--- src/rtl/gpmc_pkg.sv ---
// package with constants and types for the gauge power mode controller
package gpmc_pkg;
   // clock rate and derived half-second tick
   localparam int unsigned CLK_HZ          = 50000000;          // core clock in hertz
   localparam int unsigned HALF_SEC_MS     = 500;               // accumulation period in ms
   localparam int unsigned HALF_SEC_CYC    = CLK_HZ / 1000 * HALF_SEC_MS; // cycles per half second
   // bus line timings (values not given elsewhere, plain defaults)
   localparam int unsigned STORAGE_ENTRY_US = 2000;             // storage entry low time in us
   localparam int unsigned WAKE_US          = 1000;             // wake high time in us
   localparam int unsigned STORAGE_ENTRY_CYC = (CLK_HZ / 1000000) * STORAGE_ENTRY_US; // least, exact
   localparam int unsigned WAKE_CYC          = (CLK_HZ / 1000000) * WAKE_US;          // least, exact
   // initialisation length in cycles
   localparam int unsigned INIT_CYC        = 16;                // nonvolatile load duration
   // reset values of the control bits
   localparam logic [2:0]  RATE_EXP_RST    = 3'h0;              // rate exponent after reset
   localparam logic [2:0]  SLEEP_EXP_RST   = 3'h0;              // sleep divider exponent after reset
   // wishbone register byte offsets
   localparam logic [7:0]  OFS_MODE_CTRL   = 8'h00;             // operating_mode_register
   localparam logic [7:0]  OFS_CONV_CFG    = 8'h04;             // converter_config_register
   localparam logic [7:0]  OFS_TRIP_CTRL   = 8'h08;             // trip enables
   localparam logic [7:0]  OFS_STATUS      = 8'h0c;             // mode status
   // field positions in the mode control register
   localparam int unsigned MC_SLEEP_REQ    = 0;                 // timed_sleep_request
   localparam int unsigned MC_STORAGE_REQ  = 1;                 // host storage sleep bit
   localparam int unsigned MC_SLEEP_EXP    = 4;                 // sleep_interval_exponent lsb
   // field positions in the converter config register
   localparam int unsigned CC_RATE_EN      = 0;                 // reduced-rate enable
   localparam int unsigned CC_RATE_EXP     = 4;                 // rate_interval_exponent lsb
   localparam int unsigned CC_NCONV        = 8;                 // conversions per cycle minus one
   // field positions in the trip control register
   localparam int unsigned TC_CELL_ENT     = 0;                 // low_cell_sleep_enable
   localparam int unsigned TC_AUX_ENT      = 1;                 // low_aux_sleep_enable
   localparam int unsigned TC_CUR_ENT      = 2;                 // low current sleep enable
   localparam int unsigned TC_CUR_WAKE     = 3;                 // charge current wake enable
   localparam int unsigned TC_VOLT_WAKE    = 4;                 // voltage_wake_enable
   localparam int unsigned TC_AUTO_STORE   = 5;                 // automatic storage sleep enable

   // operating modes
   typedef enum logic [2:0] {
      GPMC_RESET, GPMC_INIT, GPMC_RUN, GPMC_RATE, GPMC_TSLEEP, GPMC_STORE
   } gpmc_mode_t;

   // comparison results presented by the analog front end
   typedef struct packed {
      logic above_por;        // pack_voltage_input above power-on threshold
      logic cell_low;         // pack voltage below low_voltage_trip_level
      logic aux_low;          // aux_analog_input below low_voltage_trip_level
      logic current_low;      // current magnitude below low-current trip
      logic charge_high;      // charge current above charge trip
      logic volt_wake;        // pack voltage above voltage_wake_trip_level
      logic storage_low;      // pack voltage below storage_trip_level
   } gpmc_trips_t;
endpackage : gpmc_pkg

--- src/rtl/gpmc_ctrl.sv ---
// power mode controller for the gauge, with wishbone control registers
// Behaviour
// - hold reset below threshold, load defaults, run
// - run mode converts cycle after cycle
// - accumulate every half second with latest results
// - stay in run without other modes
// - reduced-rate bit selects reduced-rate mode
// - reduced-rate interval half second times power two
// - accumulation continues at half second rate
// - timed sleep: analog off, one conversion set
// - enter timed sleep by request or trips
// - sleep interval uses both exponents
// - leave timed sleep by clear or wake
// - storage sleep: nothing runs, bus ignored
// - arm storage by host bit or auto
// - enter storage after lines low long enough
// - leave storage after lines high long enough
//
// The implementer's own choices: the placing of the registers and the Wishbone slave port.
`timescale 1ns/1ns
module gpmc_ctrl #(
   parameter int unsigned HALF_CYC  = gpmc_pkg::HALF_SEC_CYC,      // cycles per half second
   parameter int unsigned ENTRY_CYC = gpmc_pkg::STORAGE_ENTRY_CYC, // storage entry low time
   parameter int unsigned WAKE_CYC  = gpmc_pkg::WAKE_CYC,          // wake high time
   parameter int unsigned INIT_CYC  = gpmc_pkg::INIT_CYC           // initialisation time
) (
   // clock and reset
   input  wire logic               clk_i,
   input  wire logic               rst_i,
   // classic wishbone slave
   input  wire logic               wb_cyc_i,
   input  wire logic               wb_stb_i,
   input  wire logic               wb_we_i,
   input  wire logic [7:0]         wb_adr_i,
   input  wire logic [3:0]         wb_sel_i,
   input  wire logic [31:0]        wb_dat_i,
   output logic      [31:0]        wb_dat_o,
   output logic                    wb_ack_o,
   // analog comparisons and bus lines
   input  wire gpmc_pkg::gpmc_trips_t trips_i,
   input  wire logic               scl_i,
   input  wire logic               sda_i,
   // nonvolatile load handshake and power controls
   output logic                    nv_load_o,
   output logic                    conv_start_o,
   output logic                    accum_tick_o,
   output logic                    analog_on_o,
   output logic                    lp_osc_on_o,
   output logic                    bus_ignore_o,
   output logic [2:0]              mode_o
);
   // state and counters
   gpmc_pkg::gpmc_mode_t mode_reg;       // current operating mode
   logic [31:0]          half_cnt_reg;   // half-second divider
   logic [31:0]          line_cnt_reg;   // bus line dwell counter
   logic [31:0]          init_cnt_reg;   // initialisation counter
   logic [14:0]          per_cnt_reg;    // half-second ticks since the last conversion set
   logic [3:0]           conv_left_reg;  // conversions left in the current cycle
   logic                 half_tick;      // one-cycle half-second strobe
   // control registers
   logic                 sleep_req_reg;  // timed_sleep_request
   logic                 store_req_reg;  // host storage sleep bit
   logic [2:0]           sleep_exp_reg;  // sleep_interval_exponent
   logic                 rate_en_reg;    // reduced-rate enable
   logic [2:0]           rate_exp_reg;   // rate_interval_exponent
   logic [2:0]           nconv_reg;      // conversions per cycle minus one
   logic [5:0]           trip_en_reg;    // trip enables
   logic                 wb_req;         // new bus access this cycle
   logic                 sleep_want;     // timed sleep condition
   logic                 wake_want;      // timed sleep wake condition
   logic                 store_armed;    // storage sleep armed
   logic                 both_low;       // bus lines both low
   logic                 both_high;      // bus lines both high
   logic [14:0]          period;         // interval in half seconds
   logic                 set_start;      // a measurement set starts at this tick

   // interval in half-second units: two raised to an exponent sum
   function automatic logic [14:0] gpmc_pow2(input logic [3:0] e);
      gpmc_pow2 = 15'h0001 << e;
   endfunction : gpmc_pow2

   // mode condition decoding
   // the mode terms close the bus in the very cycle storage sleep begins
   assign wb_req      = wb_cyc_i & wb_stb_i & ~wb_ack_o & ~bus_ignore_o
                      & (mode_reg != gpmc_pkg::GPMC_STORE) & (mode_reg != gpmc_pkg::GPMC_RESET);
   assign sleep_want  = sleep_req_reg
                      | (trip_en_reg[gpmc_pkg::TC_CELL_ENT] & trips_i.cell_low)
                      | (trip_en_reg[gpmc_pkg::TC_AUX_ENT] & trips_i.aux_low)
                      | (trip_en_reg[gpmc_pkg::TC_CUR_ENT] & trips_i.current_low);
   assign wake_want   = (trip_en_reg[gpmc_pkg::TC_CUR_WAKE] & trips_i.charge_high)
                      | (trip_en_reg[gpmc_pkg::TC_VOLT_WAKE] & trips_i.volt_wake);
   assign store_armed = store_req_reg
                      | (trip_en_reg[gpmc_pkg::TC_AUTO_STORE] & trips_i.storage_low);
   assign both_low    = ~scl_i & ~sda_i;
   assign both_high   = scl_i & sda_i;
   // reduced rate uses one exponent, timed sleep adds the divider exponent
   assign period      = (mode_reg == gpmc_pkg::GPMC_TSLEEP)
                      ? gpmc_pow2({1'b0, rate_exp_reg} + {1'b0, sleep_exp_reg})
                      : gpmc_pow2({1'b0, rate_exp_reg});
   // no half-second strobe while storage sleep, reset or init hold the divider
   assign half_tick   = (half_cnt_reg == HALF_CYC - 1)
                      && (mode_reg == gpmc_pkg::GPMC_RUN || mode_reg == gpmc_pkg::GPMC_RATE
                          || mode_reg == gpmc_pkg::GPMC_TSLEEP);
   // a new set is due on the tick that closes the interval
   assign set_start   = half_tick && (per_cnt_reg >= period - 15'h1);

   // mode state machine
   always_ff @(posedge clk_i) begin
      if (rst_i) begin
         mode_reg <= gpmc_pkg::GPMC_RESET;
      end else if (!trips_i.above_por) begin
         mode_reg <= gpmc_pkg::GPMC_RESET;
      end else begin
         case (mode_reg)
            gpmc_pkg::GPMC_RESET: begin
               mode_reg <= gpmc_pkg::GPMC_INIT;
            end
            gpmc_pkg::GPMC_INIT: begin
               // defaults loaded, go to run
               if (init_cnt_reg == INIT_CYC - 1) begin
                  mode_reg <= gpmc_pkg::GPMC_RUN;
               end
            end
            gpmc_pkg::GPMC_STORE: begin
               // wake needs both lines high for the wake time
               if (both_high && line_cnt_reg >= WAKE_CYC - 1) begin
                  mode_reg <= gpmc_pkg::GPMC_INIT;
               end
            end
            gpmc_pkg::GPMC_TSLEEP: begin
               if (store_armed && both_low && line_cnt_reg >= ENTRY_CYC - 1) begin
                  mode_reg <= gpmc_pkg::GPMC_STORE;
               end else if (!sleep_want || wake_want) begin
                  // a trip that still holds keeps the device asleep unless a wake condition is seen
                  mode_reg <= gpmc_pkg::GPMC_RUN;
               end
            end
            default: begin
               // run and reduced rate share the priority ladder
               if (store_armed && both_low && line_cnt_reg >= ENTRY_CYC - 1) begin
                  mode_reg <= gpmc_pkg::GPMC_STORE;
               end else if (sleep_want && !wake_want) begin
                  mode_reg <= gpmc_pkg::GPMC_TSLEEP;
               end else if (rate_en_reg) begin
                  mode_reg <= gpmc_pkg::GPMC_RATE;
               end else begin
                  mode_reg <= gpmc_pkg::GPMC_RUN;
               end
            end
         endcase
      end
   end

   // initialisation counter and nonvolatile load strobe
   always_ff @(posedge clk_i) begin
      if (rst_i || mode_reg != gpmc_pkg::GPMC_INIT) begin
         init_cnt_reg <= 32'h0;
      end else begin
         init_cnt_reg <= init_cnt_reg + 32'h1;
      end
   end

   // bus line dwell counter restarts whenever the watched level breaks
   always_ff @(posedge clk_i) begin
      if (rst_i) begin
         line_cnt_reg <= 32'h0;
      end else if ((mode_reg == gpmc_pkg::GPMC_STORE) ? !both_high : !both_low) begin
         line_cnt_reg <= 32'h0;
      end else if (line_cnt_reg != 32'hffffffff) begin
         line_cnt_reg <= line_cnt_reg + 32'h1;
      end
   end

   // half-second divider, stopped in storage sleep and reset
   always_ff @(posedge clk_i) begin
      if (rst_i || mode_reg == gpmc_pkg::GPMC_STORE || mode_reg == gpmc_pkg::GPMC_RESET
          || mode_reg == gpmc_pkg::GPMC_INIT) begin
         half_cnt_reg <= 32'h0;
      end else if (half_tick) begin
         half_cnt_reg <= 32'h0;
      end else begin
         half_cnt_reg <= half_cnt_reg + 32'h1;
      end
   end

   // accumulation strobe on every half second in run, reduced-rate and timed sleep
   always_ff @(posedge clk_i) begin
      if (rst_i) begin
         accum_tick_o <= 1'b0;
      end else begin
         accum_tick_o <= half_tick;
      end
   end

   // conversion scheduling: back to back in run, per interval otherwise
   always_ff @(posedge clk_i) begin
      if (rst_i || mode_reg == gpmc_pkg::GPMC_STORE || mode_reg == gpmc_pkg::GPMC_RESET
          || mode_reg == gpmc_pkg::GPMC_INIT) begin
         conv_left_reg <= 4'h0;
         per_cnt_reg   <= 15'h0;
         conv_start_o  <= 1'b0;
      end else if (mode_reg == gpmc_pkg::GPMC_RUN) begin
         conv_start_o <= 1'b1;
         conv_left_reg <= (conv_left_reg == 4'h0) ? {1'b0, nconv_reg} : conv_left_reg - 4'h1;
         per_cnt_reg <= 15'h0;
      end else if (conv_left_reg != 4'h0) begin
         conv_start_o  <= 1'b1;
         conv_left_reg <= conv_left_reg - 4'h1;
      end else if (set_start) begin
         conv_start_o  <= 1'b1;
         conv_left_reg <= {1'b0, nconv_reg};
         per_cnt_reg   <= 15'h0;
      end else begin
         conv_start_o <= 1'b0;
         if (half_tick) begin
            per_cnt_reg <= per_cnt_reg + 15'h1;
         end
      end
   end

   // power control outputs follow the mode
   always_ff @(posedge clk_i) begin
      if (rst_i) begin
         nv_load_o    <= 1'b0;
         analog_on_o  <= 1'b0;
         lp_osc_on_o  <= 1'b0;
         bus_ignore_o <= 1'b1;
         mode_o       <= 3'h0;
      end else begin
         nv_load_o    <= (mode_reg == gpmc_pkg::GPMC_INIT);
         analog_on_o  <= (mode_reg == gpmc_pkg::GPMC_RUN) || (mode_reg == gpmc_pkg::GPMC_RATE)
                       || (conv_left_reg != 4'h0) || set_start;
         lp_osc_on_o  <= (mode_reg == gpmc_pkg::GPMC_TSLEEP);
         bus_ignore_o <= (mode_reg == gpmc_pkg::GPMC_STORE) || (mode_reg == gpmc_pkg::GPMC_RESET);
         mode_o       <= mode_reg;
      end
   end

   // control register writes; storage and init reload defaults
   always_ff @(posedge clk_i) begin
      if (rst_i || mode_reg == gpmc_pkg::GPMC_INIT || mode_reg == gpmc_pkg::GPMC_STORE) begin
         sleep_req_reg <= 1'b0;
         store_req_reg <= 1'b0;
         sleep_exp_reg <= gpmc_pkg::SLEEP_EXP_RST;
         rate_en_reg   <= 1'b0;
         rate_exp_reg  <= gpmc_pkg::RATE_EXP_RST;
         nconv_reg     <= 3'h0;
         trip_en_reg   <= 6'h00;
      end else if (wb_req && wb_we_i && wb_sel_i[0]) begin
         if (wb_adr_i == gpmc_pkg::OFS_MODE_CTRL) begin
            sleep_req_reg <= wb_dat_i[gpmc_pkg::MC_SLEEP_REQ];
            store_req_reg <= wb_dat_i[gpmc_pkg::MC_STORAGE_REQ];
            sleep_exp_reg <= wb_dat_i[gpmc_pkg::MC_SLEEP_EXP +: 3];
         end else if (wb_adr_i == gpmc_pkg::OFS_CONV_CFG) begin
            rate_en_reg  <= wb_dat_i[gpmc_pkg::CC_RATE_EN];
            rate_exp_reg <= wb_dat_i[gpmc_pkg::CC_RATE_EXP +: 3];
         end else if (wb_adr_i == gpmc_pkg::OFS_TRIP_CTRL) begin
            trip_en_reg <= wb_dat_i[5:0];
         end
      end else if (wb_req && wb_we_i && wb_sel_i[1] && wb_adr_i == gpmc_pkg::OFS_CONV_CFG) begin
         nconv_reg <= wb_dat_i[gpmc_pkg::CC_NCONV +: 3];
      end
   end

   // wishbone answer: one-cycle ack, unmapped reads return zero
   always_ff @(posedge clk_i) begin
      if (rst_i) begin
         wb_ack_o <= 1'b0;
         wb_dat_o <= 32'h0;
      end else begin
         wb_ack_o <= wb_req;
         if (!wb_req) begin
            wb_dat_o <= 32'h0;
         end else if (wb_adr_i == gpmc_pkg::OFS_MODE_CTRL) begin
            wb_dat_o <= {25'h0, sleep_exp_reg, 2'h0, store_req_reg, sleep_req_reg};
         end else if (wb_adr_i == gpmc_pkg::OFS_CONV_CFG) begin
            wb_dat_o <= {21'h0, nconv_reg, 1'b0, rate_exp_reg, 3'h0, rate_en_reg};
         end else if (wb_adr_i == gpmc_pkg::OFS_TRIP_CTRL) begin
            wb_dat_o <= {26'h0, trip_en_reg};
         end else if (wb_adr_i == gpmc_pkg::OFS_STATUS) begin
            wb_dat_o <= {29'h0, mode_reg};
         end else begin
            wb_dat_o <= 32'h0;
         end
      end
   end

   // wake from storage only after the full high dwell
   chk_store_wake_dwell: assert property (@(posedge clk_i) disable iff (rst_i)
      ($past(mode_reg) == gpmc_pkg::GPMC_STORE && mode_reg == gpmc_pkg::GPMC_INIT)
      |-> $past(line_cnt_reg) >= WAKE_CYC - 1)
      else $error("left storage sleep too early");
   // storage entry needs arming
   chk_store_entry_arm: assert property (@(posedge clk_i) disable iff (rst_i)
      (mode_reg != gpmc_pkg::GPMC_STORE ##1 mode_reg == gpmc_pkg::GPMC_STORE)
      |-> $past(store_armed) && $past(both_low))
      else $error("storage sleep entered unarmed");
   // bus is ignored in storage sleep
   chk_store_no_ack: assert property (@(posedge clk_i) disable iff (rst_i)
      (mode_reg == gpmc_pkg::GPMC_STORE)[*2] |-> !wb_ack_o && !accum_tick_o)
      else $error("activity in storage sleep");
   // below threshold the device falls to reset
   chk_por_hold: assert property (@(posedge clk_i) disable iff (rst_i)
      !trips_i.above_por |=> mode_reg == gpmc_pkg::GPMC_RESET)
      else $error("not held in reset below threshold");
   // run mode converts every cycle
   chk_run_convert: assert property (@(posedge clk_i) disable iff (rst_i)
      mode_reg == gpmc_pkg::GPMC_RUN && trips_i.above_por |=> conv_start_o)
      else $error("run mode idle");
   // accumulation strobe follows the half-second divider
   chk_accum_tick: assert property (@(posedge clk_i) disable iff (rst_i)
      half_tick |=> accum_tick_o ##1 !accum_tick_o)
      else $error("half-second strobe wrong");
   // reduced-rate mode left when the bit is cleared
   chk_rate_exit: assert property (@(posedge clk_i) disable iff (rst_i)
      mode_reg == gpmc_pkg::GPMC_RATE && !rate_en_reg && !sleep_want && !store_armed
      && trips_i.above_por |=> mode_reg == gpmc_pkg::GPMC_RUN)
      else $error("reduced-rate not left");
   // timed sleep left on request clear
   chk_sleep_exit: assert property (@(posedge clk_i) disable iff (rst_i)
      mode_reg == gpmc_pkg::GPMC_TSLEEP && !sleep_want && !store_armed && trips_i.above_por
      |=> mode_reg == gpmc_pkg::GPMC_RUN)
      else $error("timed sleep not left");
   // storage exit reloads defaults
   chk_reinit: assert property (@(posedge clk_i) disable iff (rst_i)
      $past(mode_reg) == gpmc_pkg::GPMC_STORE && mode_reg != gpmc_pkg::GPMC_STORE
      |-> mode_reg != gpmc_pkg::GPMC_RUN)
      else $error("storage exit skipped init");
   // a trip that still calls for sleep keeps the device asleep
   chk_sleep_hold: assert property (@(posedge clk_i) disable iff (rst_i)
      mode_reg == gpmc_pkg::GPMC_TSLEEP && sleep_want && !wake_want && !store_armed
      && trips_i.above_por |=> mode_reg == gpmc_pkg::GPMC_TSLEEP)
      else $error("timed sleep left while requested");
   // reduced-rate bit moves run to reduced rate
   chk_rate_enter: assert property (@(posedge clk_i) disable iff (rst_i)
      mode_reg == gpmc_pkg::GPMC_RUN && rate_en_reg && !sleep_want && !store_armed
      && trips_i.above_por |=> mode_reg == gpmc_pkg::GPMC_RATE)
      else $error("reduced-rate not entered");
   // armed storage entry wins over run, reduced-rate and timed sleep
   chk_store_priority: assert property (@(posedge clk_i) disable iff (rst_i)
      store_armed && both_low && line_cnt_reg >= ENTRY_CYC - 1 && trips_i.above_por
      && (mode_reg == gpmc_pkg::GPMC_RUN || mode_reg == gpmc_pkg::GPMC_RATE
          || mode_reg == gpmc_pkg::GPMC_TSLEEP) |=> mode_reg == gpmc_pkg::GPMC_STORE)
      else $error("storage sleep lost priority");
   // analog circuits are powered for every conversion
   chk_conv_analog: assert property (@(posedge clk_i) disable iff (rst_i)
      conv_start_o |-> analog_on_o)
      else $error("conversion with analog off");
endmodule : gpmc_ctrl

--- config.mk ---
export PLATFORM = sky130hd
export DESIGN_NAME = gpmc_ctrl
export DESIGN_NICKNAME = d
export VERILOG_FILES = /design/src/rtl/gpmc_pkg.sv /design/src/rtl/gpmc_ctrl.sv
export SDC_FILE = /design/constraint.sdc
export NUM_CORES = 1
export LEC_CHECK = 0
export BUFFER_PORTS_ARGS = -buffer_cell sky130_fd_sc_hd__buf_2
export CAP_MARGIN = 10
export CORE_UTILIZATION = 46
export CTS_BUF_LIST = sky130_fd_sc_hd__clkbuf_16
export DETAILED_ROUTE_END_ITERATION = 7
export PLACE_DENSITY = 0.71
export RECOVER_POWER = 50
export SLEW_MARGIN = 20
export SYNTH_ARGS = -nofsm -noshare
export SYNTH_HDL_FRONTEND = slang
export SYNTH_SLANG_ARGS = --single-unit
export TNS_END_PERCENT = 100
--- constraint.sdc ---
create_clock -name clk_i -period 7.41 [get_ports clk_i]
set_clock_uncertainty 0.2 [all_clocks]
set_input_delay 0.3705 -clock clk_i [delete_from_list [all_inputs] [get_ports clk_i]]
set_output_delay 0.3705 -clock clk_i [all_outputs]
set_load 0.01 [all_outputs]
### Yosys cells after proc, flatten, opt, wreduce, memory -nomap -nowiden

Cells that the tools add are included.
Widths: inputs -> output; s select.

| cells by class | value |
|---|---|
| $add $sub $neg | 7 |
| order comparisons | 3 |
| equal/unequal tests | 16 |
| shift-type cells | 2 |
| muxes and demuxes | 23 |
| bitwise gates (word level) | 28 |
| reduce and logical (&&, ||, !) cells | 47 |

Operator list:

| kind | count |
|---|---|
| $add 32x1->32 const B | 3 |
| $mux 15 | 3 |
| $eq 32x25->1 const B | 1 |
| $eq 32x4->1 const B | 1 |
| $ge 32x16->1 const B | 1 |
| $ge 32x17->1 const B | 1 |
| $ne 32x32->1 const B | 1 |
| $mux 3 | 7 |
| $eq 8x4->1 const B | 2 |
| $mux 4 | 4 |
| $add 15x1->15 const B | 1 |
| $ge 15x15->1 | 1 |
| $shl 1x3->15 const A | 1 |
| $shl 1x4->15 const A | 1 |
| $sub 15x1->15 const B | 1 |
| $and 1x1->1 | 13 |
| $logic_or 1x1->1 | 12 |
| $pmux 3 s4 | 1 |
| $mux 11 | 1 |
| $logic_and 1x1->1 | 10 |
| $not 1->1 | 10 |
| $reduce_or 2->1 | 5 |
| $eq 8x3->1 const B | 1 |
| $logic_not 8->1 | 1 |
| 24 further kinds | 43 |

| storage, ports and cells | value |
|---|---|
| flip-flop bits (word level) | 178 |
| bits of input ports | 58 |

### Longest topological paths before layout

Gate-level depths: netlist of the first run.

| depth | value |
|---|---|
| depth after elaboration | 9 |
| gate-level depth with buffers | 19 |
| depth with buffers taken out | 18 |

### Worst setup path after synthesis of the first run

Ideal clock, no wire load.

| timing path | value |
|---|---|
| kind | reg-to-reg |
| start | register sleep_exp_reg[0] |
| end | register per_cnt_reg[10] |
| library setup time | 0.064 ns |
| data arrival time | 4.041 ns |
| required time | 7.146 ns |
| path slack | 3.105 ns |
| cell stages (with the launch flop) | 18 |
| buffers on the path | 1 |
| period minus slack after synthesis | 4.305 ns |
| path through | dfxtp_1 -> ha_1 -> fa_1 -> mux2i_1 -> or4_1 -> a21oi_1 -> nand2_1 -> ha_1 -> inv_1 -> mux2_2 -> a22oi_1 -> ha_1 -> and3_1 -> a311oi_1 -> o21ai_0 -> a211o_1 -> buf_2 -> nor2_1 |

| on the way | value |
|---|---|
| cells in the longest elaborated chain, start to end | 8 |
| elaborated cells on any way between the ends | 9 |
| classes of those cells | 2 x add/sub; 1 x order compare; 1 x shift; 2 x mux; 3 x reduce/logical |

Ends and longest elaborated chain:

| what | line | source |
|---|---|---|
| start, declared | gpmc_ctrl.sv:63 | `logic [2:0] sleep_exp_reg;` |
| start signal, assigned | gpmc_ctrl.sv:244 | `sleep_exp_reg <= gpmc_pkg::SLEEP_EXP_RST;` |
| start signal, assigned | gpmc_ctrl.sv:253 | `sleep_exp_reg <= wb_dat_i[gpmc_pkg::MC_SLEEP_EXP +: 3];` |
| $add 3x3->4 (*) | gpmc_ctrl.sv:98 | `? gpmc_pow2({1'b0, rate_exp_reg} + {1'b0, sleep_exp_reg})` |
| $shl 1x4->15 (*) | gpmc_ctrl.sv:79 | `gpmc_pow2 = 15'h0001 << e;` |
| $mux 15 (*) | gpmc_ctrl.sv:98 |  |
| $sub 15x1->15 (*) | gpmc_ctrl.sv:105 | `assign set_start = half_tick && (per_cnt_reg >= period - 15'h1);` |
| $ge 15x15->1 (*) | gpmc_ctrl.sv:105 |  |
| $logic_and 1x1->1 (*) | gpmc_ctrl.sv:105 |  |
| $reduce_bool 2->1 (no line) | - |  |
| $reduce_and 2->1 (no line) | - |  |
| end signal, assigned | gpmc_ctrl.sv:216 | `per_cnt_reg <= per_cnt_reg + 15'h1;` |
| end, declared | gpmc_ctrl.sv:57 | `logic [14:0] per_cnt_reg;` |

Every way passes the cells marked *; elsewhere a longest branch is shown, timed or not.
A chain may end at the register's enable or synchronous reset.

### Final worst setup path of the first run

| timing path | value |
|---|---|
| start | register mode_reg[2] |
| end | register per_cnt_reg[1] |

| on the way | value |
|---|---|
| cells in the longest elaborated chain, start to end | 7 |
| elaborated cells on any way between the ends | 20 |
| classes of those cells | 1 x add/sub; 1 x order compare; 5 x eq/ne; 2 x mux; 11 x reduce/logical |

Ends and longest elaborated chain:

| what | line | source |
|---|---|---|
| start, declared | gpmc_ctrl.sv:53 | `gpmc_pkg::gpmc_mode_t mode_reg;` |
| start signal, assigned | gpmc_ctrl.sv:110 | `mode_reg <= gpmc_pkg::GPMC_RESET;` |
| start signal, assigned | gpmc_ctrl.sv:112 | `mode_reg <= gpmc_pkg::GPMC_RESET;` |
| start signal, assigned | gpmc_ctrl.sv:116 | `mode_reg <= gpmc_pkg::GPMC_INIT;` |
| $eq 3x3->1, or another cell as far along | gpmc_ctrl.sv:97, gpmc_ctrl.sv:103 |  |
| $mux 15 / $logic_or 1x1->1 (equally long branches) | gpmc_ctrl.sv:98, gpmc_ctrl.sv:102 |  |
| $sub 15x1->15 / $logic_or 1x1->1 (equally long branches) | gpmc_ctrl.sv:105, gpmc_ctrl.sv:103 |  |
| $ge 15x15->1 / $logic_and 1x1->1 (equally long branches) | gpmc_ctrl.sv:105, gpmc_ctrl.sv:102 |  |
| $logic_and 1x1->1 | gpmc_ctrl.sv:105 |  |
| $reduce_bool 2->1 (no line) | - |  |
| $reduce_and 2->1 (no line) | - |  |

Parallel ways exist; a longest one is shown, timed or not.

==> results of run 1 <==
-- metrics by stage --
stage	cells	hold WS [ns]	worst slack [ns]	utilization (%)	instance area [um^2]
floorplan	930	0.226	3.11	-	7940
global placement	1152	0.241	2.47	49.2	8190
detailed placement	1152	0.253	2.43	49.2	8200
CTS	1183	0.000371	2.40	52.9	8800
global route	1183	0.0149	1.35	52.5	8740
finish	1183	0.00373	1.85	52.5	8740
-- layer usage --
layer / share of wire, % / wire [um] / vias up
met5: 0 / 0 / -
met4: 1.5 / 235 / 0
met3: 3.8 / 598 / 19
met2: 44 / 7010 / 112
met1: 50 / 7950 / 2908
li1: - / - / 3226
-- critical path: cells and delay by family, from the launching register on --
| kind | cells | cell delay (ns) |
|---|---|---|
| adder cells (fa/ha/maj) | 2 | 0.52 |
| flip-flops | 1 | 0.60 |
| AO/OA/AOI/OAI | 5 | 1.50 |
| multiplexers | 2 | 0.70 |
| AND/OR/NAND/NOR | 5 | 1.84 |
| buffers and inverters | 1 | 0.13 |
-- power groups by stage --
stage,combinational [mW],clock (mW),sequential (mW)
CTS,0.0409,0.896,0.844
floorplan,0.0342,0,0.861
global route,0.0449,0.931,0.844
finish,0.0406,0.880,0.844
global placement,0.0402,0,0.863
detailed placement,0.0399,0,0.863
-- how the worst min path moves through the flow --
| stage | from | depth (start not counted) | endpoint | slack [ns] |
|---|---|---|---|---|
| 2_1_floorplan | init_cnt_reg[0] | 1 | init_cnt_reg[0] | 0.23 |
| 6_report | wb_dat_i[9] | 3 | nconv_reg[1] | 0.004 |
| 3_5_place_dp | init_cnt_reg[0] | 1 | init_cnt_reg[0] | 0.25 |
| 4_1_cts | wb_dat_i[9] | 3 | nconv_reg[1] | 0.0004 |
| 5_1_grt | wb_dat_i[6] | 3 | rate_exp_reg[2] | 0.01 |
| 3_3_place_gp | init_cnt_reg[0] | 1 | init_cnt_reg[0] | 0.24 |
-- logic make-up after synthesis --
kind of cell	count (synthesis)	share of synthesized area (%)
other cells	1	0.0477
mux	30	4.03
fa+ha+maj	25	4.08
flops	156	39.7
compound gates	88	7.42
xor+xnor	93	10.4
simple gates	439	29.4
buf+inv	77	4.89
-- cells in the mapped netlist, drive strengths merged (16+ instances only) --
master / n / area share [%]
dfxtp: 156 / 40
nor2: 156 / 7.4
nand2: 55 / 2.6
xnor2: 55 / 6.1
nand3: 39 / 2.5
xor2: 38 / 4.2
buf: 28 / 2.5
nor4: 28 / 2.7
a21oi: 27 / 1.7
nor3: 27 / 2.0
inv: 26 / 1.2
mux2i: 26 / 3.3
and3: 24 / 1.9
ha: 24 / 3.8
nand4: 24 / 1.9
clkbuf: 23 / 1.1
o21ai: 23 / 1.5
and4: 16 / 1.8
-- layout make-up --
cell class              count  area share (%)
multi-input cells         697            50.3
flip-flops and latches    156            35.7
clock buffers              17            4.87
well taps                 220            3.15
repair buffers             55            2.98
clock inverters            12            1.82
inverters                  26            1.12
-- what timing repair did --
item | 4_1_cts | 5_1_grt
hold buffers | 2 | 0
endpoints found under the hold margin | 2 | 0
resized for setup | 0 | 0
==> flow_metrics.env, run 1 <==
export IMPL_grt_use_met1_pct=24.6
export IMPL_clkPwrFrac_pct=49.9
export IMPL_grt_max_degree=33
export IMPL_ys_ff_latch=156
export IMPL_grt_usage_pct=18.5
export IMPL_vias=6265
export IMPL_pin_count=100
export IMPL_r2r_start="mode_reg[2]"
export IMPL_die_area_mm2=0.0176
export IMPL_reg2reg_slack_ns=1.85
export IMPL_antenna_found_initial=0
export IMPL_p_leak_nw=2.97
export IMPL_grt_pass1_wl_mm=26.6
export IMPL_fin_crit_ns=5.56
export IMPL_cts_buffer_depth=2
export IMPL_ir_worst_vdd_mv=0.149
export IMPL_rsz0062_at_grt="no"
export IMPL_grt_most_used_layer="met2"
export IMPL_drv_cap=0
export IMPL_worstSetupStartpoint="mode_reg[2]"
export IMPL_timing_slew_headroom_pct=13.5
export IMPL_grt_pass1_vias=5727
export IMPL_synthesis_area_mm2=0.00786
export IMPL_fill_cells=1558
export IMPL_crit_type="flip-flop to flip-flop"
export IMPL_antenna_cells=0
export IMPL_p_sw_share_pct=20.4
export IMPL_num_rows=47
export IMPL_hold_viol=0
export IMPL_overflow=0
export IMPL_grt_use_met2_pct=29.4
export IMPL_clk_pin_slew_ns=0.06
export IMPL_finalPower_mw=1.76
export IMPL_drtAntennaViolNets=0
export IMPL_period_share_pct=75.0
export IMPL_slew_violations=0
export IMPL_use_met3_pct=4.37
export IMPL_p_switching_uw=360
export IMPL_avgSynthCellArea_um2=8.65
export IMPL_critPathMostFrequentCell="ha_1"
export IMPL_cp_data_required_time_ns=7.56
export IMPL_crit_path_end="per_cnt_reg[1]"
export IMPL_pwr_share_seq_pct=47.8
export IMPL_setup_tns_final_ns=0
export IMPL_fmax_ghz=0.180
export IMPL_drt_wl_total_mm=15.8
export IMPL_synth_edf_count=0
export IMPL_worstPathArrival_ns=5.71
export IMPL_clk_latency_ns=0.43
export IMPL_core_mm2=0.0166
export IMPL_hold_path_class="input pin to flip-flop"
export IMPL_run_status="finished clean"
export IMPL_p_int_mw=1.40
export IMPL_setup_violations=0
export IMPL_portBuffers=53
export IMPL_syn_to_final_growth_pct=11.1
export IMPL_power_per_cell_area_mw_per_mm2=202
export IMPL_numCtsBuffers=17
export IMPL_ys_warn_count=0
export IMPL_synth_async_reset_ratio_pct=0
export IMPL_cp_end_kind="flip-flop"
export IMPL_multi_input_area_mm2=0.00440
export IMPL_r2r_cells=15
export IMPL_p_comb_share_pct=2.3
export IMPL_cts_tree="done"
export IMPL_place_gp_congestion=0.811
export IMPL_drtIter0Drc=384
export IMPL_cp_cell_sequence="nor3b_1 > mux2i_1 > or4_1 > a21oi_1 > nand2_1 > ha_1 > inv_1 > mux2_2 > a22oi_1 > ha_1 > and3_1 > a311oi_1 > o21ai_0 > a211o_1 > nor2_1"
export IMPL_viasPerCell=5.30
export IMPL_initial_utilization_pct=47.2
export IMPL_drive_gt1_share_pct=7.79
export IMPL_startpoint_type="flip-flop"
export IMPL_chipWidth_um=133
export IMPL_routedWlPerCell_um=13.3
export IMPL_crit_path_max_incr_delay_ns=0.86
export IMPL_cts_sinks=156
export IMPL_htreeDepth=4
export IMPL_hpwl_mm=11.1
export IMPL_synthCells=909
export IMPL_die_h_um=133
export IMPL_worstPathMaxFanout=15
export IMPL_worst_pin_slew_ns=1.27
export IMPL_r2r_end="per_cnt_reg[1]"
export IMPL_drtPass1Iterations=5
export IMPL_layout_nets=1036
export IMPL_post_cts_buffers=0
export IMPL_ys_seq_area_share_pct=39.7
export IMPL_final_cell_mix="nor2_1 (156), dfxtp_1 (156), xnor2_1 (55), nand2_1 (55), nand3_1 (39)"
export IMPL_regArea_mm2=0.00312
export IMPL_root_buffer="clkbuf_16"
export IMPL_yosysUniqueCellTypes=71
export IMPL_ys_flop_type="dfxtp_1"
export IMPL_cp_slowest_cell="nor3b_1"
export IMPL_drc=0
No activity file was read; power rests on OpenSTA's default activity.
==> inputs of run 2 (changes only) <==
- ABC_AREA: default -> 1
- PLACE_DENSITY: 0.71 -> 0.73
- clock period: 7.41 -> 5 ns (I/O delays scaled with it)
==> flow_metrics.env, run 2 <==
export IMPL_run_status="finished clean"
export IMPL_antenna_found_initial=0
export IMPL_die_h_um=143
export IMPL_fill_cells=1981
export IMPL_synthesis_area_mm2=0.00910
export IMPL_rsz0062_at_grt="no"
export IMPL_cp_end_kind="flip-flop"
export IMPL_worst_pin_slew_ns=1.06
export IMPL_drt_wl_total_mm=22.2
export IMPL_grt_max_degree=32
export IMPL_fmax_ghz=0.250
export IMPL_synth_most_common_cell="nand2_1"
export IMPL_layout_commonest_cell="nand2_1"
export IMPL_ys_seq_area_share_pct=34.3
export IMPL_num_rows=51
export IMPL_yosys_top_cells_count="nand2_1 (314), nor2_1 (186), inv_1 (185), dfxtp_1 (156), nand3_1 (76)"
export IMPL_drtAntennaViolNets=0
export IMPL_htreeDepth=4
export IMPL_grt_pass1_wl_mm=36.8
export IMPL_p_switching_uw=602
export IMPL_ys_ff_latch=156
export IMPL_finalPower_mw=2.66
export IMPL_die_area_mm2=0.0203
export IMPL_place_gp_congestion=0.931
export IMPL_clk_pin_slew_ns=0.06
export IMPL_postPlaceCellArea_mm2=0.00954
export IMPL_clk_latency_ns=0.43
export IMPL_viasPerCell=5.15
export IMPL_layout_nets=1522
export IMPL_p_comb_share_pct=4.5
export IMPL_power_per_cell_area_mw_per_mm2=261
export IMPL_stdcell_area_mm2=0.0102
export IMPL_vias=8839
export IMPL_chipWidth_um=143
export IMPL_cts_sinks=156
export IMPL_drv_cap=0
export IMPL_pwr_share_seq_pct=47.0
export IMPL_portBuffers=53
export IMPL_yosysUniqueCellTypes=46
export IMPL_final_cell_mix="nand2_1 (316), nor2_1 (191), inv_1 (189)"
export IMPL_worstPathMaxFanout=10
export IMPL_drc=0
export IMPL_syn_to_final_growth_pct=12.2
export IMPL_pin_count=100
export IMPL_ys_flop_type="dfxtp_1"
export IMPL_cts_tree="done"
export IMPL_post_cts_resized=0
export IMPL_cts_buffer_depth=2
export IMPL_fin_util_pct=52.6
export IMPL_initial_utilization_pct=46.9
export IMPL_yosysTopAreaCellShare_pct=34.3
export IMPL_holdWs_ns=0.0582
export IMPL_grt_pass1_vias=8080
export IMPL_p_sw_share_pct=22.6
export IMPL_drtPass1Iterations=5
export IMPL_slew_violations=0
export IMPL_ys_warn_count=0
export IMPL_setup_slack_ns=0.994
export IMPL_overflow=0
export IMPL_p_int_mw=2.06
export IMPL_worstPathArrival_ns=4.17
export IMPL_dp_cells=1670
export IMPL_setup_tns_final_ns=0
export IMPL_startpoint_type="flip-flop"
export IMPL_finalNonFillerCells=1717
export IMPL_avgSynthCellArea_um2=6.67
export IMPL_antenna_cells=0
export IMPL_drtIter0Drc=575
export IMPL_p_leak_nw=4.02
export IMPL_cp_data_required_time_ns=5.16
export IMPL_synthCells=1364
export IMPL_timing_slew_headroom_pct=29.0
export IMPL_hpwl_mm=16.8
export IMPL_root_buffer="clkbuf_16"
export IMPL_drive_gt1_share_pct=7.37
export IMPL_pre_cts_ws_ns=1.01
export IMPL_period_share_pct=80.1
export IMPL_ir_worst_vdd_mv=0.191
export IMPL_hold_path_class="input pin to flip-flop"
export IMPL_fin_crit_ns=4.01
export IMPL_synth_edf_count=0
export IMPL_grt_usage_pct=22.4
export IMPL_crit_type="flip-flop to flip-flop"
export IMPL_routedWlPerCell_um=12.9
export IMPL_synth_area_top_cells="dfxtp_1 (34%), nand2_1 (13%), nor2_1 (7.7%)"
export IMPL_clkPwrFrac_pct=48.5
export IMPL_numCtsBuffers=17
export IMPL_yosys_area_top_type="dfxtp_1"
export IMPL_synth_async_reset_ratio_pct=0
export IMPL_setup_violations=0
export IMPL_hold_viol=0
export IMPL_core_mm2=0.0194
run 2: final cells by class:
type / instances / area [um^2] / share of cell area, %
Multi-Input combinational cell: 1001 / 5040 / 49.4
Sequential cell: 156 / 3120 / 30.6
Inverter: 195 / 733 / 7.19
Clock buffer: 17 / 425 / 4.17
Timing Repair Buffer: 68 / 389 / 3.81
Tap cell: 265 / 332 / 3.25
Clock inverter: 15 / 158 / 1.55
run 2: worst paths after layout:
path               startpoint          endpoint  slack [ns]  cells past startpoint
max reg2reg  sleep_exp_reg[0]  conv_left_reg[1]        0.99                     27
min               wb_adr_i[0]       wb_dat_o[3]        0.06                      6
min reg2reg   half_cnt_reg[0]   half_cnt_reg[0]        0.25                      1
max          sleep_exp_reg[0]  conv_left_reg[1]        0.99                     27
run 2: cell families (layout without fill, tap and decap cells):
family	Yosys count	count (layout)	share of synthesized area, %
flip-flops	156	156	34.3
adder cells (fa/ha/maj)	25	25	3.52
XOR/XNOR	45	45	4.33
buffers and inverters	228	295	10.6
AO/OA/AOI/OAI	149	149	9.15
other	1	22	0.0412
AND/OR/NAND/NOR	760	760	38.0
run 2: critical path, stage by stage, from the launching register on:
cell	delay (ns)
dfxtp_1	0.31
ha_1	0.21
fa_1	0.40
nand2_1	0.07
inv_1	0.04
nor2_1	0.11
nor2_2	0.06
a21oi_2	0.19
inv_2	0.08
nand2_1	0.11
inv_1	0.09
nand3_1	0.07
ha_1	0.17
inv_1	0.08
a21oi_1	0.16
xor2_1	0.16
ha_1	0.27
nand2_1	0.09
inv_1	0.06
nand2_1	0.06
nand2_1	0.05
a21oi_1	0.13
nand3_1	0.17
nand2_2	0.23
nand3_2	0.16
nand2_1	0.10
nand2_1	0.05
nor2_1	0.09
run 2: timing repair:
item | in CTS | in global routing
hold buffers | 15 | 0
setup buffers | 0 | 0
endpoints found under the hold margin | 26 | 0
run 2: metal layers:
layer / routed length (um) / vias to the layer above / track usage (%)
li1: - / 4533 / -
met1: 9890 / 4060 / 27.2
met2: 10900 / 204 / 40.1
met3: 959 / 42 / 4.53
met4: 416 / 0 / 6.34
met5: 0 / - / 0
run 2: power by group through the flow:
| stage | Clock (mW) | Sequential (mW) | Combinational, mW |
|---|---|---|---|
| finish | 1.29 | 1.25 | 0.119 |
| detailed placement | 0 | 1.28 | 0.113 |
| global placement | 0 | 1.28 | 0.111 |
| floorplan | 0 | 1.28 | 0.0887 |
| CTS | 1.31 | 1.25 | 0.122 |
| global route | 1.37 | 1.25 | 0.134 |
==> inputs of run 3 (changes only) <==
- PLACE_DENSITY: 0.73 -> 0.7
- clock period: 5 -> 4.1 ns (I/O delays scaled with it)
==> flow_metrics.env, run 3 (same netlist as run 2, synthesis figures left out) <==
export IMPL_ir_worst_vdd_mv=0.283
export IMPL_initial_utilization_pct=46.9
export IMPL_num_rows=51
export IMPL_drt_wl_total_mm=22.2
export IMPL_antenna_found_initial=0
export IMPL_viasPerCell=5.05
export IMPL_rsz0062_at_grt="no"
export IMPL_cts_tree="done"
export IMPL_r2r_end="per_cnt_reg[5]"
export IMPL_grt_pass1_vias=7896
export IMPL_cts_buffer_depth=2
export IMPL_drc=0
export IMPL_core_mm2=0.0194
export IMPL_fmax_ghz=0.263
export IMPL_period_share_pct=92.7
export IMPL_cts_sinks=156
export IMPL_grt_usage_pct=22.3
export IMPL_p_leak_nw=4.03
export IMPL_drive_gt1_share_pct=7.41
export IMPL_hold_viol=0
export IMPL_r2r_cells=26
export IMPL_grt_max_degree=32
export IMPL_cp_end_kind="flip-flop"
export IMPL_timing_slew_headroom_pct=27.1
export IMPL_die_h_um=143
export IMPL_power_per_cell_area_mw_per_mm2=311
export IMPL_worstPathArrival_ns=3.96
export IMPL_drv_cap=0
export IMPL_layout_commonest_cell="nand2_1"
export IMPL_syn_to_final_growth_pct=12.7
export IMPL_worstPathMaxFanout=9
export IMPL_drtAntennaViolNets=0
export IMPL_pin_count=100
export IMPL_numCtsBuffers=17
export IMPL_chipWidth_um=143
export IMPL_htreeDepth=4
export IMPL_final_cell_mix="nand2_1 (316), nor2_1 (191), inv_1 (190)"
export IMPL_place_gp_congestion=0.912
export IMPL_vias=8701
export IMPL_clk_latency_ns=0.43
export IMPL_drtPass1Iterations=5
export IMPL_overflow=0
export IMPL_slew_violations=0
export IMPL_reg2reg_slack_ns=0.30
export IMPL_cp_data_required_time_ns=4.26
export IMPL_worstSetupStartpoint="sleep_exp_reg[0]"
export IMPL_grt_pass1_wl_mm=36.3
export IMPL_post_cts_buffers=0
export IMPL_hold_path_class="input pin to flip-flop"
export IMPL_run_status="finished clean"
export IMPL_drtIter0Drc=526
export IMPL_fin_crit_ns=3.80
export IMPL_clk_pin_slew_ns=0.06
export IMPL_r2r_start="sleep_exp_reg[0]"
export IMPL_startpoint_type="flip-flop"
export IMPL_crit_type="flip-flop to flip-flop"
export IMPL_crit_path_end="per_cnt_reg[5]"
export IMPL_root_buffer="clkbuf_16"
export IMPL_hpwl_mm=16.7
export IMPL_layout_nets=1528
export IMPL_setup_tns_final_ns=0
export IMPL_antenna_cells=0
export IMPL_worst_pin_slew_ns=1.09
export IMPL_routedWlPerCell_um=12.9
export IMPL_portBuffers=53
export IMPL_die_area_mm2=0.0203
export IMPL_fin_util_pct=52.8
export IMPL_setup_violations=0
[run 3: final cells by class]
class	instances	area, um^2
clock buffers	17	425
well taps	265	332
repair buffers	74	447
flip-flops and latches	156	3120
inverters	195	733
fillers	1943	9150
multi-input cells	1001	5060
clock inverters	15	133
[run 3: per-stage QoR]
step	instance area (um^2)	hold slack, ns	power [mW]	instances	setup WS [ns]
after floorplan	9180	0.150	1.67	1385	0.634
after detailed placement	9550	0.244	1.70	1671	0.224
after CTS	10300	0.00242	3.23	1723	0.199
after global routing	10300	0.0516	3.31	1723	0.0160
after global placement	9550	0.232	1.70	1671	0.328
final	10300	0.0278	3.19	1723	0.301
[run 3: timing repair]
item                                    4_1_cts  5_1_grt
endpoints found under the hold margin        29        0
hold buffers                                 20        0
endpoints found under the setup margin        0       19
resized for setup                             0        4
[run 3: power breakdown]
group | switching (mW) | internal [mW]
Clock | 0.631 | 0.882
Sequential | 0.00649 | 1.52
Combinational | 0.0994 | 0.0511
[run 3: layer usage]
metal  share of wire, %  vias up  global-route usage, %  wire, um
met5                  0        -                      0         0
met2                 47      185                   37.5     10400
li1                   -     4550                      -         -
met4                2.2        0                   6.96       489
met1                 47     3923                   28.7     10500
met3                3.6       43                   4.36       804
[run 3: worst min path at each step]
| stage | startpoint | to | slack, ns | cells after the start |
|---|---|---|---|---|
| 3_3_place_gp | half_cnt_reg[0] | half_cnt_reg[0] | 0.23 | 1 |
| 3_5_place_dp | half_cnt_reg[0] | half_cnt_reg[0] | 0.24 | 1 |
| 2_1_floorplan | wb_dat_i[1] | trip_en_reg[1] | 0.15 | 2 |
| 5_1_grt | wb_adr_i[1] | wb_dat_o[3] | 0.05 | 6 |
| 4_1_cts | wb_adr_i[1] | wb_dat_o[3] | 0.002 | 6 |
| 6_report | wb_adr_i[1] | wb_dat_o[3] | 0.03 | 6 |
[run 3: worst max-delay path, cell delays in order (launching register included)]
cell	delay [ns]
dfxtp_1	0.31
ha_1	0.22
fa_1	0.39
nand2_1	0.07
inv_1	0.04
nor2_1	0.10
nor2_2	0.07
a21oi_4	0.17
inv_2	0.07
nand2_1	0.09
inv_1	0.08
nand3_1	0.07
ha_1	0.19
inv_2	0.07
a21oi_2	0.11
xor2_1	0.16
ha_1	0.27
nand2_1	0.08
inv_1	0.05
nand2_1	0.06
nand2_1	0.05
a21oi_1	0.16
nand3_2	0.14
nand2_2	0.11
buf_4	0.18
nand4_1	0.10
a21oi_1	0.13
